===== src/shared/dmpc_regs.vh =====
// Register indices, field positions, reset values and serial frame counts
`ifndef DMPC_REGS_VH
`define DMPC_REGS_VH

// ----------------------------------------------------------------------
// Register indices (byte address is four times the index)
// ----------------------------------------------------------------------
`define DMPC_IDX_CONFIG   6'h00
`define DMPC_IDX_STATUS   6'h01
`define DMPC_IDX_SAMPLE   6'h02

// ----------------------------------------------------------------------
// Configuration register fields
// ----------------------------------------------------------------------
`define DMPC_CFG_PHASE    0
`define DMPC_CFG_TWOS     1
`define DMPC_CFG_PD       2
`define DMPC_CFG_I_INTERNAL_SET_RESISTOR    3
`define DMPC_CFG_Q_INTERNAL_SET_RESISTOR    4
`define DMPC_CFG_W        5
`define DMPC_CFG_RESET    5'h00

// ----------------------------------------------------------------------
// Status register fields
// ----------------------------------------------------------------------
`define DMPC_ST_MODE      0
`define DMPC_ST_PHASE     1
`define DMPC_ST_TWOS      2
`define DMPC_ST_PD        3
`define DMPC_ST_ARMED     4
`define DMPC_ST_W         5

// ----------------------------------------------------------------------
// Serial frame: 8 instruction bits then 8 data bits, MSB first
// ----------------------------------------------------------------------
`define DMPC_SP_INSTR_LAST 5'd7
`define DMPC_SP_DATA_FIRST 5'd8
`define DMPC_SP_LAST       5'd15
`define DMPC_SP_BITS       5'd16
`define DMPC_SP_RW_BIT     6

`endif


===== src/logic/dmpc_sync.v =====
// Two-flop synchroniser for a vector of asynchronous inputs
`timescale 1ns/1ps

module dmpc_sync #(
  parameter WIDTH = 1
) (
  input  wire             clk_i,   // Sampling clock
  input  wire             rst_i,   // Async reset, active high
  input  wire [WIDTH-1:0] async_i, // Inputs from another domain
  output reg  [WIDTH-1:0] sync_o   // Second stage, safe to use
);

  reg [WIDTH-1:0] meta;

  // First stage feeds only the second stage
  always @(posedge clk_i or posedge rst_i) begin
    if (rst_i) begin
      meta   <= {WIDTH{1'b0}};
      sync_o <= {WIDTH{1'b0}};
    end else begin
      meta   <= async_i;
      sync_o <= meta;
    end
  end

endmodule // dmpc_sync


===== src/logic/dmpc_serial.v =====
// Serial port slave: instruction byte then one data byte per frame
`timescale 1ns/1ps
`include "dmpc_regs.vh"

module dmpc_serial (
  input  wire       clk_i,       // System clock
  input  wire       rst_i,       // Async reset, active high
  input  wire       enable_i,    // Serial-register mode active
  input  wire       sclk_i,      // Synchronised serial clock
  input  wire       cs_n_i,      // Synchronised select, active low
  input  wire       sdio_i,      // Synchronised data line
  input  wire [7:0] rd_data_i,   // Read data for addr_o
  output reg  [4:0] addr_o,      // Register index of the frame
  output reg        wr_o,        // One-cycle write strobe
  output reg  [7:0] wr_data_o,   // Write data
  output reg        sdio_o,      // Data line drive value
  output reg        sdio_oe_n_o  // Data line enable, low drives
);

  reg       sclk_q;
  reg [4:0] cnt;
  reg [7:0] shreg;
  reg [7:0] tx;
  reg       rd_mode;
  reg       load;

  wire rise   = sclk_i & ~sclk_q;
  wire fall   = ~sclk_i & sclk_q;
  wire active = enable_i & ~cs_n_i;

  // Bit engine; a dropped select aborts the frame and frees the line
  always @(posedge clk_i or posedge rst_i) begin
    if (rst_i) begin
      sclk_q      <= 1'b0;
      cnt         <= 5'd0;
      shreg       <= 8'h00;
      tx          <= 8'h00;
      rd_mode     <= 1'b0;
      load        <= 1'b0;
      addr_o      <= 5'h00;
      wr_o        <= 1'b0;
      wr_data_o   <= 8'h00;
      sdio_o      <= 1'b0;
      sdio_oe_n_o <= 1'b1;
    end else begin
      sclk_q <= sclk_i;
      wr_o   <= 1'b0;
      load   <= 1'b0;
      // Read data is fetched a cycle after the index settles
      if (load) begin
        tx <= rd_data_i;
      end
      if (!active) begin
        cnt         <= 5'd0;
        rd_mode     <= 1'b0;
        sdio_oe_n_o <= 1'b1;
      end else if (rise && cnt < `DMPC_SP_BITS) begin
        shreg <= {shreg[6:0], sdio_i};
        cnt   <= cnt + 5'd1;
        if (cnt == `DMPC_SP_INSTR_LAST) begin
          rd_mode <= shreg[`DMPC_SP_RW_BIT];
          load    <= shreg[`DMPC_SP_RW_BIT];
          addr_o  <= {shreg[3:0], sdio_i};
        end
        if (cnt == `DMPC_SP_LAST && !rd_mode) begin
          wr_o      <= 1'b1;
          wr_data_o <= {shreg[6:0], sdio_i};
        end
      end else if (fall && rd_mode && cnt >= `DMPC_SP_DATA_FIRST &&
                   cnt < `DMPC_SP_BITS) begin
        sdio_o      <= tx[7];
        tx          <= {tx[6:0], 1'b0};
        sdio_oe_n_o <= 1'b0;
      end
    end
  end

endmodule // dmpc_serial


===== src/logic/dmpc_top.v =====
// Converter mode and shared-pin configuration control with Wishbone slave
//
// Summary of operation
// - Strap low selects serial-register configuration mode.
// - Strap high selects pin-strap configuration mode.
// - A high pulse on the strap restores all configuration defaults.
// - Serial mode: shared clock pin is the serial port clock.
// - Serial mode: shared data pin is one bidirectional data line.
// - Serial mode: shared select pin is active-low frame qualifier.
// - Pin mode: retime pin sets the internal retime clock phase.
// - Distinct clocks: rising edge on retime pin triggers retime.
// - Pin mode: format pin low means straight binary samples.
// - Pin mode: format pin high means two's complement samples.
// - Pin mode: power-down pin high stops all but serial port.
// - Internal set resistor enable turns adjust pin into aux output.
// - Data-qualify clock captures the parallel sample words.
//
// Chosen here: the Wishbone register port and the placing of the registers.
`timescale 1ns/1ps
`include "dmpc_regs.vh"

module dmpc_top #(
  parameter DATA_W = 12
) (
  input  wire              CLK_SYS_I,          // System clock, 250 MHz
  input  wire              SYS_RST_I,          // Async reset, active high
  // Wishbone classic slave
  input  wire [7:0]        WB_ADR_I,           // Byte address
  input  wire [31:0]       WB_DAT_I,           // Write data
  input  wire [3:0]        WB_SEL_I,           // Byte enables
  input  wire              WB_WE_I,            // Write enable
  input  wire              WB_CYC_I,           // Bus cycle
  input  wire              WB_STB_I,           // Strobe
  output reg  [31:0]       WB_DAT_O,           // Read data
  output reg               WB_ACK_O,           // Acknowledge
  // Strap and shared pins
  input  wire              MODE_SELECT_I,      // Mode strap / reset pulse
  input  wire              SHARED_CLK_I,       // Serial clock / retime
  input  wire              SHARED_DATA_I,      // Serial data / format in
  output wire              SHARED_DATA_O,      // Serial data drive value
  output wire              SHARED_DATA_OE_N_O, // Low while driving
  input  wire              SHARED_SEL_I,       // Select_n / power-down
  // Converter clocks and data
  input  wire              DATA_QUALIFY_CLK_I, // Qualifies input data
  input  wire              SAMPLING_CLK_I,     // Converter sample clock
  input  wire [DATA_W-1:0] DATA_I,             // Parallel sample word
  output reg  [DATA_W-1:0] SAMPLE_O,           // Retimed binary word
  output reg               SAMPLE_VALID_O,     // One-cycle word strobe
  // Effective configuration
  output reg               PIN_STRAP_MODE_O,   // High in pin-strap mode
  output reg               RETIME_PHASE_O,     // Retime on sample clock
  output reg               TWOS_FMT_O,         // Input is two's compl.
  output reg               POWER_DOWN_O,       // Core powered down
  output reg               I_AUX_SEL_O,        // I adjust pin is aux out
  output reg               Q_AUX_SEL_O         // Q adjust pin is aux out
);

  // ----------------------------------------------------------------------
  // Register read decode shared by the bus and the serial port
  // ----------------------------------------------------------------------
  localparam SYNC_W = DATA_W + 6;

  reg [`DMPC_CFG_W-1:0] config_reg;
  reg [`DMPC_ST_W-1:0]  status_word;
  reg [DATA_W-1:0]      sample_hold;

  // Contents come in as arguments: a function that read them from the
  // module would hide them from the callers' sensitivity, and the serial
  // port, whose index rarely changes, would see a stale word
  function [31:0] reg_read;
    input [5:0]             idx;
    input [`DMPC_CFG_W-1:0] cfg;
    input [`DMPC_ST_W-1:0]  st;
    input [DATA_W-1:0]      smp;
    begin
      case (idx)
        `DMPC_IDX_CONFIG: reg_read = {{(32-`DMPC_CFG_W){1'b0}}, cfg};
        `DMPC_IDX_STATUS: reg_read = {{(32-`DMPC_ST_W){1'b0}}, st};
        `DMPC_IDX_SAMPLE: reg_read = {{(32-DATA_W){1'b0}}, smp};
        default:          reg_read = 32'h0000_0000;
      endcase
    end
  endfunction

  // ----------------------------------------------------------------------
  // Pin synchronisers
  // ----------------------------------------------------------------------
  wire [SYNC_W-1:0] pins_s;
  wire [DATA_W-1:0] data_s;
  wire              strap_s;
  wire              sclk_s;
  wire              sdio_s;
  wire              sel_s;
  wire              dq_clk_s;
  wire              smp_clk_s;

  // Data and its qualify clock share one stage so they stay aligned
  dmpc_sync #(
    .WIDTH   (SYNC_W)
  ) u_sync (
    .clk_i   (CLK_SYS_I),
    .rst_i   (SYS_RST_I),
    .async_i ({DATA_I, SAMPLING_CLK_I, DATA_QUALIFY_CLK_I, SHARED_SEL_I,
               SHARED_DATA_I, SHARED_CLK_I, MODE_SELECT_I}),
    .sync_o  (pins_s)
  );

  assign strap_s   = pins_s[0];
  assign sclk_s    = pins_s[1];
  assign sdio_s    = pins_s[2];
  assign sel_s     = pins_s[3];
  assign dq_clk_s  = pins_s[4];
  assign smp_clk_s = pins_s[5];
  assign data_s    = pins_s[SYNC_W-1:6];

  // ----------------------------------------------------------------------
  // Edge history of synchronised pins
  // ----------------------------------------------------------------------
  reg strap_q;
  reg retime_q;
  reg dq_clk_q;
  reg smp_clk_q;

  always @(posedge CLK_SYS_I or posedge SYS_RST_I) begin
    if (SYS_RST_I) begin
      strap_q   <= 1'b0;
      retime_q  <= 1'b0;
      dq_clk_q  <= 1'b0;
      smp_clk_q <= 1'b0;
    end else begin
      strap_q   <= strap_s;
      retime_q  <= sclk_s;
      dq_clk_q  <= dq_clk_s;
      smp_clk_q <= smp_clk_s;
    end
  end

  wire strap_rise = strap_s & ~strap_q;
  wire retime_rise = sclk_s & ~retime_q;
  wire dq_rise    = dq_clk_s & ~dq_clk_q;
  wire smp_rise   = smp_clk_s & ~smp_clk_q;

  // ----------------------------------------------------------------------
  // Mode and effective configuration
  // ----------------------------------------------------------------------
  // Strap level chooses how the shared pins are read, every cycle
  wire pin_mode = strap_s;

  reg retime_armed;
  wire eff_phase;
  wire eff_twos;
  wire eff_pd;

  // Retime arms on the pin's rising edge, a level held low disarms it
  always @(posedge CLK_SYS_I or posedge SYS_RST_I) begin
    if (SYS_RST_I) begin
      retime_armed <= 1'b0;
    end else if (!pin_mode || !sclk_s) begin
      retime_armed <= 1'b0;
    end else if (retime_rise) begin
      retime_armed <= 1'b1;
    end
  end

  // Pin mode reads the shared pins, serial mode the register
  assign eff_phase = pin_mode ? retime_armed
                              : config_reg[`DMPC_CFG_PHASE];
  assign eff_twos  = pin_mode ? sdio_s
                              : config_reg[`DMPC_CFG_TWOS];
  assign eff_pd    = pin_mode ? sel_s
                              : config_reg[`DMPC_CFG_PD];

  // Status view of the live configuration
  always @* begin
    status_word                 = {`DMPC_ST_W{1'b0}};
    status_word[`DMPC_ST_MODE]  = pin_mode;
    status_word[`DMPC_ST_PHASE] = eff_phase;
    status_word[`DMPC_ST_TWOS]  = eff_twos;
    status_word[`DMPC_ST_PD]    = eff_pd;
    status_word[`DMPC_ST_ARMED] = retime_armed;
  end

  // ----------------------------------------------------------------------
  // Serial port
  // ----------------------------------------------------------------------
  wire [4:0]  sp_addr;
  wire        sp_wr;
  wire [7:0]  sp_wr_data;
  wire [31:0] sp_word;

  assign sp_word = reg_read({1'b0, sp_addr}, config_reg, status_word,
                            sample_hold);

  // Stays live through power-down; held idle in pin-strap mode
  dmpc_serial u_serial (
    .clk_i       (CLK_SYS_I),
    .rst_i       (SYS_RST_I),
    .enable_i    (~pin_mode),
    .sclk_i      (sclk_s),
    .cs_n_i      (sel_s),
    .sdio_i      (sdio_s),
    .rd_data_i   (sp_word[7:0]),
    .addr_o      (sp_addr),
    .wr_o        (sp_wr),
    .wr_data_o   (sp_wr_data),
    .sdio_o      (SHARED_DATA_O),
    .sdio_oe_n_o (SHARED_DATA_OE_N_O)
  );

  // ----------------------------------------------------------------------
  // Wishbone classic slave
  // ----------------------------------------------------------------------
  wire       wb_req = WB_CYC_I & WB_STB_I & ~WB_ACK_O;
  wire       wb_wr  = wb_req & WB_WE_I & WB_SEL_I[0];
  wire [5:0] wb_idx = WB_ADR_I[7:2];

  // One-cycle answer; unmapped reads return zero, writes are dropped
  always @(posedge CLK_SYS_I or posedge SYS_RST_I) begin
    if (SYS_RST_I) begin
      WB_ACK_O <= 1'b0;
      WB_DAT_O <= 32'h0000_0000;
    end else begin
      WB_ACK_O <= wb_req;
      if (wb_req && !WB_WE_I) begin
        WB_DAT_O <= reg_read(wb_idx, config_reg, status_word, sample_hold);
      end
    end
  end

  // ----------------------------------------------------------------------
  // Configuration register
  // ----------------------------------------------------------------------
  // Strap pulse beats any write; bus beats serial in a tie
  always @(posedge CLK_SYS_I or posedge SYS_RST_I) begin
    if (SYS_RST_I) begin
      config_reg <= `DMPC_CFG_RESET;
    end else if (strap_rise) begin
      config_reg <= `DMPC_CFG_RESET;
    end else if (wb_wr && wb_idx == `DMPC_IDX_CONFIG) begin
      config_reg <= WB_DAT_I[`DMPC_CFG_W-1:0];
    end else if (sp_wr && {1'b0, sp_addr} == `DMPC_IDX_CONFIG) begin
      config_reg <= sp_wr_data[`DMPC_CFG_W-1:0];
    end
  end

  // ----------------------------------------------------------------------
  // Sample capture and retiming
  // ----------------------------------------------------------------------
  reg pending;

  // Words are converted to straight binary as they are captured;
  // while powered down nothing is captured and nothing is issued
  always @(posedge CLK_SYS_I or posedge SYS_RST_I) begin
    if (SYS_RST_I) begin
      sample_hold    <= {DATA_W{1'b0}};
      pending        <= 1'b0;
      SAMPLE_O       <= {DATA_W{1'b0}};
      SAMPLE_VALID_O <= 1'b0;
    end else begin
      SAMPLE_VALID_O <= 1'b0;
      if (eff_pd) begin
        pending <= 1'b0;
      end else begin
        if (dq_rise) begin
          sample_hold <= eff_twos ? {~data_s[DATA_W-1], data_s[DATA_W-2:0]}
                                  : data_s;
          pending     <= 1'b1;
        end
        // Phase 0 issues at once, phase 1 waits for the sample clock
        if (pending && (!eff_phase || smp_rise)) begin
          SAMPLE_O       <= sample_hold;
          SAMPLE_VALID_O <= 1'b1;
          if (!dq_rise) begin
            pending <= 1'b0;
          end
        end
      end
    end
  end

  // ----------------------------------------------------------------------
  // Registered configuration outputs
  // ----------------------------------------------------------------------
  // Aux selection comes from the register and is gated off in pin mode,
  // so pin mode keeps the external full-scale adjust connection
  always @(posedge CLK_SYS_I or posedge SYS_RST_I) begin
    if (SYS_RST_I) begin
      PIN_STRAP_MODE_O <= 1'b0;
      RETIME_PHASE_O   <= 1'b0;
      TWOS_FMT_O       <= 1'b0;
      POWER_DOWN_O     <= 1'b0;
      I_AUX_SEL_O      <= 1'b0;
      Q_AUX_SEL_O      <= 1'b0;
    end else begin
      PIN_STRAP_MODE_O <= pin_mode;
      RETIME_PHASE_O   <= eff_phase;
      TWOS_FMT_O       <= eff_twos;
      POWER_DOWN_O     <= eff_pd;
      I_AUX_SEL_O      <= ~pin_mode & config_reg[`DMPC_CFG_I_INTERNAL_SET_RESISTOR];
      Q_AUX_SEL_O      <= ~pin_mode & config_reg[`DMPC_CFG_Q_INTERNAL_SET_RESISTOR];
    end
  end

endmodule // dmpc_top


===== config.mk =====
export PLATFORM = sky130hd
export DESIGN_NAME = dmpc_top
export DESIGN_NICKNAME = d
export VERILOG_FILES = /design/src/logic/dmpc_sync.v /design/src/logic/dmpc_serial.v /design/src/logic/dmpc_top.v
export VERILOG_INCLUDE_DIRS = /design/src /design/src/shared
export SDC_FILE = /design/constraint.sdc
export NUM_CORES = 1
export LEC_CHECK = 0
export BUFFER_PORTS_ARGS = -buffer_cell sky130_fd_sc_hd__buf_2
export CORE_MARGIN = 3
export CORE_UTILIZATION = 44
export DETAILED_ROUTE_END_ITERATION = 10
export PLACE_DENSITY = 0.68
export SKIP_LAST_GASP = 1
export SLEW_MARGIN = 15
export SYNTH_ARGS = -nofsm -noshare
export SYNTH_HDL_FRONTEND = slang
export SYNTH_SLANG_ARGS = --single-unit

===== constraint.sdc =====
create_clock -name CLK_SYS_I -period 6.25 [get_ports CLK_SYS_I]
set_clock_uncertainty 0.2 [all_clocks]
set_input_delay 0.3125 -clock CLK_SYS_I [delete_from_list [all_inputs] [get_ports CLK_SYS_I]]
set_output_delay 0.3125 -clock CLK_SYS_I [all_outputs]
set_load 0.02 [all_outputs]

Yosys cells after proc, flatten, opt, wreduce, memory -nomap -nowiden:

Index checks and enable logic that the tools add are counted.

* bits in registers: 145
* input bits: 67
* word-level logic and storage cells: 128

* bitwise logic cells: 23
* add/sub/neg operators: 1
* reduce and logical (&&, ||, !) cells: 28
* muxes and demuxes: 35
* equal/unequal tests: 10
* order comparisons: 2

Operators by type and width (number)
* one-hot mux 12 bit (3 select lines): 1
* 2-to-1 mux 8 bit: 4
* 2-to-1 mux 5 bit: 5
* one-hot mux 8 bit (3 select lines): 1
* 2-to-1 mux 1 bit: 23
* bitwise AND 1 bit: 12
* 2-to-1 mux 12 bit: 1
* NOT 1 bit: 11
* AND reduction 2 bit: 5
* logical AND 1 bit: 9
* AND reduction 3 bit: 3
* inequality test 2 bit (second input constant): 4
* equality test 6 x 1 -> 1 bit (second input constant): 1
* equality test 6 x 2 -> 1 bit (second input constant): 1
* zero test 6 bit: 1
* adder 5 x 1 -> 5 bit (second input constant): 1
* equality test 5 x 1 -> 1 bit (second input constant): 1
* equality test 5 x 2 -> 1 bit (second input constant): 1
* equality test 5 x 3 -> 1 bit (second input constant): 1
* equality test 5 x 4 -> 1 bit (second input constant): 1
* greater-or-equal comparator 5 x 4 -> 1 bit (second input constant): 1
* zero test 1 bit: 5
* zero test 5 bit: 1
* less-than comparator 5 bit (second input constant): 1
* other kinds (3): 4

Depth between registers and ports, before layout:

* depth in word-level cells: 8
* mapped depth: 7

Cells and area by module:

Synthesis repeated with hierarchy kept, for this count alone.

* cells, all modules: 350
* area, all modules: 5033.6 µm²

Modules (own cells, without submodules)
* dmpc_top: cells an instance 198, sequential area each 1351.3 µm², times used 1, area each 2439.8 µm²
* dmpc_serial: cells an instance 115, sequential area each 977.2 µm², times used 1, area each 1689.1 µm²
* dmpc_sync: cells an instance 37, sequential area each 900.9 µm², times used 1, area each 904.6 µm²

Worst setup path after synthesis:

OpenSTA, ideal clock, no wires.

* kind: reg2reg
* start point: reg u_sync.sync_o[3]
* end point: reg u_serial.sdio_o
* setup slack: 4293 ps
* stages on the path, launching flop included: 6
* period minus slack after synthesis: 1957 ps
* data required time: 5925 ps
* arrival: 1632 ps
* library setup time: 125 ps
* path buffers: 2
* path through: dfrtp_1 -> or2_1 -> buf_2 -> or4_4 -> buf_6 -> mux2_4

* cells in the longest elaborated chain, start to end: 3

RTL lines
* start: declaration: RTL line dmpc_sync.v:10 `output reg [WIDTH-1:0] sync_o`
* start signal: assignment: RTL line dmpc_sync.v:19 `sync_o <= {WIDTH{1'b0}};`
* start signal: assignment: RTL line dmpc_sync.v:22 `sync_o <= meta;`
* NOT 1 bit: RTL line dmpc_serial.v:29 `wire active = enable_i & ~cs_n_i;`
* bitwise AND 1 bit: RTL line dmpc_serial.v:29
* AND reduction 3 bit (no source line)
* end signal: assignment: RTL line dmpc_serial.v:71 `sdio_o <= tx[7];`
* end: declaration: RTL line dmpc_serial.v:16 `output reg sdio_o,`

No other way between the ends.
A chain may end at the register's enable or synchronous reset.

Worst setup path in the final report:

* start point: reg u_sync.sync_o[0]
* end point: reg SAMPLE_O[7]

* cells in the longest elaborated chain, start to end: 5
* elaborated cells on any way between the ends: 7
* classes of those cells: mux (2); bitwise (1); reduce/logical (4)

RTL lines
* 2-to-1 mux 1 bit: RTL line dmpc_top.v:166 `assign eff_phase = pin_mode ? retime_armed`
* named net eff_phase: RTL line dmpc_top.v:150 `wire eff_phase;`
* zero test 1 bit: RTL line dmpc_top.v:270 `if (pending && (!eff_phase || smp_rise)) begin`
* logical OR 1 bit: RTL line dmpc_top.v:270
* logical AND 1 bit: RTL line dmpc_top.v:270
* AND reduction 2 bit (no source line)
* end signal: assignment: RTL line dmpc_top.v:257 `SAMPLE_O <= {DATA_W{1'b0}};`
* end signal: assignment: RTL line dmpc_top.v:271 `SAMPLE_O <= sample_hold;`
* end: declaration: RTL line dmpc_top.v:47 `output reg [DATA_W-1:0] SAMPLE_O,`

The timed path passes the listed nets, and every way through them passes these cells.

==> impl_results.md <==
* Post-synthesis sequential area ratio at 64.8%
* Min cycle time layout at 2.62 ns
* Final setup violating endpoints at 0
* Critical-path cell list: mux2i_1, inv_1, o21ai_1, nand3_1, mux2_2
* Switching Power at 476 uW
* # fillers at around 830
* Via Count at 2957
* YS warnings at 0
* CP top delay family: multiplexers
* Fmax at 0.382 GHz
* Synthesized instance count at around 360
* Most used DFF post-synth: dfrtp_1
* Setup TNS at 0 ns
* Crit path max fanout at 13
* Unrepaired setup endpoints after global routing: no
* Most frequent cells in the layout: dfrtp_1 (124), buf_2 (68), mux2_2 (39)
* Clock Path Buffers at 2
* Commonest non-fill, non-tap cell in the layout: dfrtp_1
* Routed wire per std cell at between 15 and 20 um
* Synthesized area at 4830 um^2
* Final Hold Fails at 0
* CTS H-tree depth at 4
* Vias per Instance at 4.87
* Post-synth EDFFs at 0
* Die width at 111 um
* Die footprint at 12300 um^2
* Power per Cell Area at around 340 nW/um^2
* Nets at 529
* Asr flop ratio synth at between 90% and 100%
* Worst Reg-to-Reg Cells at 5
* DR pass1 iterations at 7
* Num ports at 121
* Routability cong. at 0.741
* Synth-to-layout area growth at 24.4%
* Worst Setup End Kind: register
* Initial core utilization at 46.0%
* Residual DRC at 0
* Buffers on Ports at around 70
* Status: completed
* Library cells used by synthesis at 48
* Antenna violations before repair at 0
* Pins Over Slew Limit at 0
* Max-cap viol count at 0
* Skew-Pair Late Insertion Delay at 0.51 ns
* CTS Sinks at 125
* Top Registers: u_sync.meta (18), u_sync.sync_o (18)
* Flop and latch count out of synthesis at 125
* Total setup buffers inserted after CTS at 0
* Worst Path Buf+Inv at 1
* Vias in the first global route at a little over 3000
* Mean Syn Cell Area at between 10 and 15 um^2
* Final ANT Viol Nets at 0
* Hold Path Class: input pin to register
* Pleak at 0.00296 uW
* Total GRT Usage at 15.9%
* Diode count at 0
* Core Box Area at 10500 um^2
* Max incr delay on CP at 0.71 ns
* Final wirelength at ~9200 um
* HPWL after DPL at 5930 um
* CTS tree: done
* Measured slew at the worst slew-check pin at 0.771 ns
* Hold slack final at 0.0778 ns
* Max transition margin at around half
* Critical path launch point type: register
* WHS Path Cells at 4
* Hold_buf cts at 26
* Slowest CP cell: dfrtp_1
* Clock share of power at 44.6%
* Worst path required time at 6.44 ns
* Grt total ovfl at 0
* Placement row count at 37
* TritonCTS Buffers at 17
* Largest net degree at the start of global routing at 90
* Share of power burned in registers at 45.8%
* Logic gate share of total power at 9.7%
* Crit path DAT at 2.81 ns
* Peak supply drop at roughly 0.21 mV
* Clk root buf: clkbuf_8
* Tcrit/Tclk final at 41.9%
* Sw frac at about a quarter
* Global-route wire length before repair at 15300 um
* Layout cells sized above 1 at between 30% and 40%
* Final core utilization at between 50% and 60%
* Initial DRC count at between 150 and 200
* Critical path depth at 5
* Kind of critical path: register to register
* Clk pin slew, worst setup/hold paths at 0.05 ns
* Int Power at around 1500 uW
* Die Height at 111 um
* Resized cells post-CTS at 0
==> worst reg2reg max path, stage by stage, from the launching register on <==
cell	delay (ns)
dfrtp_1	0.71
mux2i_1	0.37
inv_1	0.10
o21ai_1	0.11
nand3_1	0.53
mux2_2	0.49
==> power groups by stage <==
stage | clock network [uW] | logic, uW | registers, uW
6_report | 902 | 195 | 926
5_1_grt | 957 | 213 | 936
4_1_cts | 922 | 198 | 927
3_5_place_dp | 0 | 185 | 941
3_3_place_gp | 0 | 181 | 938
2_1_floorplan | 0 | 101 | 963
==> through the flow <==
step	setup slack, ns	area, um^2	total power, uW	cells
floorplan	2.41	4900	1060	378
global placement	3.66	5200	1120	551
detailed placement	3.66	5200	1130	551
CTS	3.66	6010	2050	607
global route	3.44	6010	2110	607
finish	3.63	6010	2020	607
==> Yosys cell counts (2+ instances only) <==
library cell,n,share of area [%]
a211oi_1,3,0.47
a21oi_1,27,2.8
a22o_1,7,1.3
buf_2,3,0.31
buf_4,20,3.1
buf_6,3,0.70
clkbuf_1,6,0.47
dfrtp_1,124,64
ha_1,2,0.52
inv_1,10,0.78
mux2_2,39,9.1
mux2i_1,16,3.3
nand2_1,10,0.78
nand2b_1,4,0.52
nand3_1,4,0.41
nand3b_1,2,0.31
nor2_1,21,1.6
nor2b_1,10,1.3
o21ai_0,13,1.3
o22ai_1,4,0.52
or3b_2,2,0.36
xor2_1,3,0.54
==> kinds of logic (layout without fill, tap and decap cells) <==
group | count (synthesis) | in the layout | synth area share (%)
compound gates | 58 | 58 | 6.97
xor+xnor | 4 | 4 | 0.725
fa+ha+maj | 2 | 2 | 0.518
buf+inv | 42 | 135 | 5.36
flops | 125 | 125 | 64.8
mux | 58 | 58 | 13.2
other cells | 1 | 20 | 0.0776
simple gates | 69 | 69 | 8.34
==> area by class of cell <==
| cell class | instances | area, um^2 | area share [%] |
|---|---|---|---|
| Multi-Input combinational cell | 211 | 1510 | 25.2 |
| Tap cell | 136 | 170 | 2.83 |
| Inverter | 10 | 40.0 | 0.666 |
| Clock buffer | 23 | 457 | 7.60 |
| Clock inverter | 7 | 90.1 | 1.50 |
| Sequential cell | 125 | 3130 | 52.0 |
| Timing Repair Buffer | 95 | 612 | 10.2 |
==> layer usage <==
layer | vias to the layer above | GRT usage (%) | part of all wire, %
met3 | 13 | 5.68 | 6.8
met1 | 1444 | 19.5 | 43
met5 | - | 0 | 0
li1 | 1399 | - | -
met2 | 101 | 25.6 | 49
met4 | 0 | 6.40 | 1.4
==> worst paths after layout <==
| path | slack (ns) | startpoint | end |
|---|---|---|---|
| max reg2reg | 3.63 | u_sync.sync_o[0]$_DFF_PP0_ | SAMPLE_O[7]$_DFFE_PP0P_ |
| min in group asynchronous | 0.16 | SYS_RST_I | WB_DAT_O[7]$_DFFE_PP0P_ |
| max in group asynchronous | 4.58 | SYS_RST_I | I_AUX_SEL_O$_DFF_PP0_ |
| min | 0.08 | WB_ADR_I[3] | WB_DAT_O[0]$_DFFE_PP0P_ |
| max | 3.63 | u_sync.sync_o[0]$_DFF_PP0_ | SAMPLE_O[7]$_DFFE_PP0P_ |
| min reg2reg | 0.14 | u_sync.meta[1]$_DFF_PP0_ | u_sync.sync_o[1]$_DFF_PP0_ |
No activity file was read; power rests on OpenSTA's default activity.
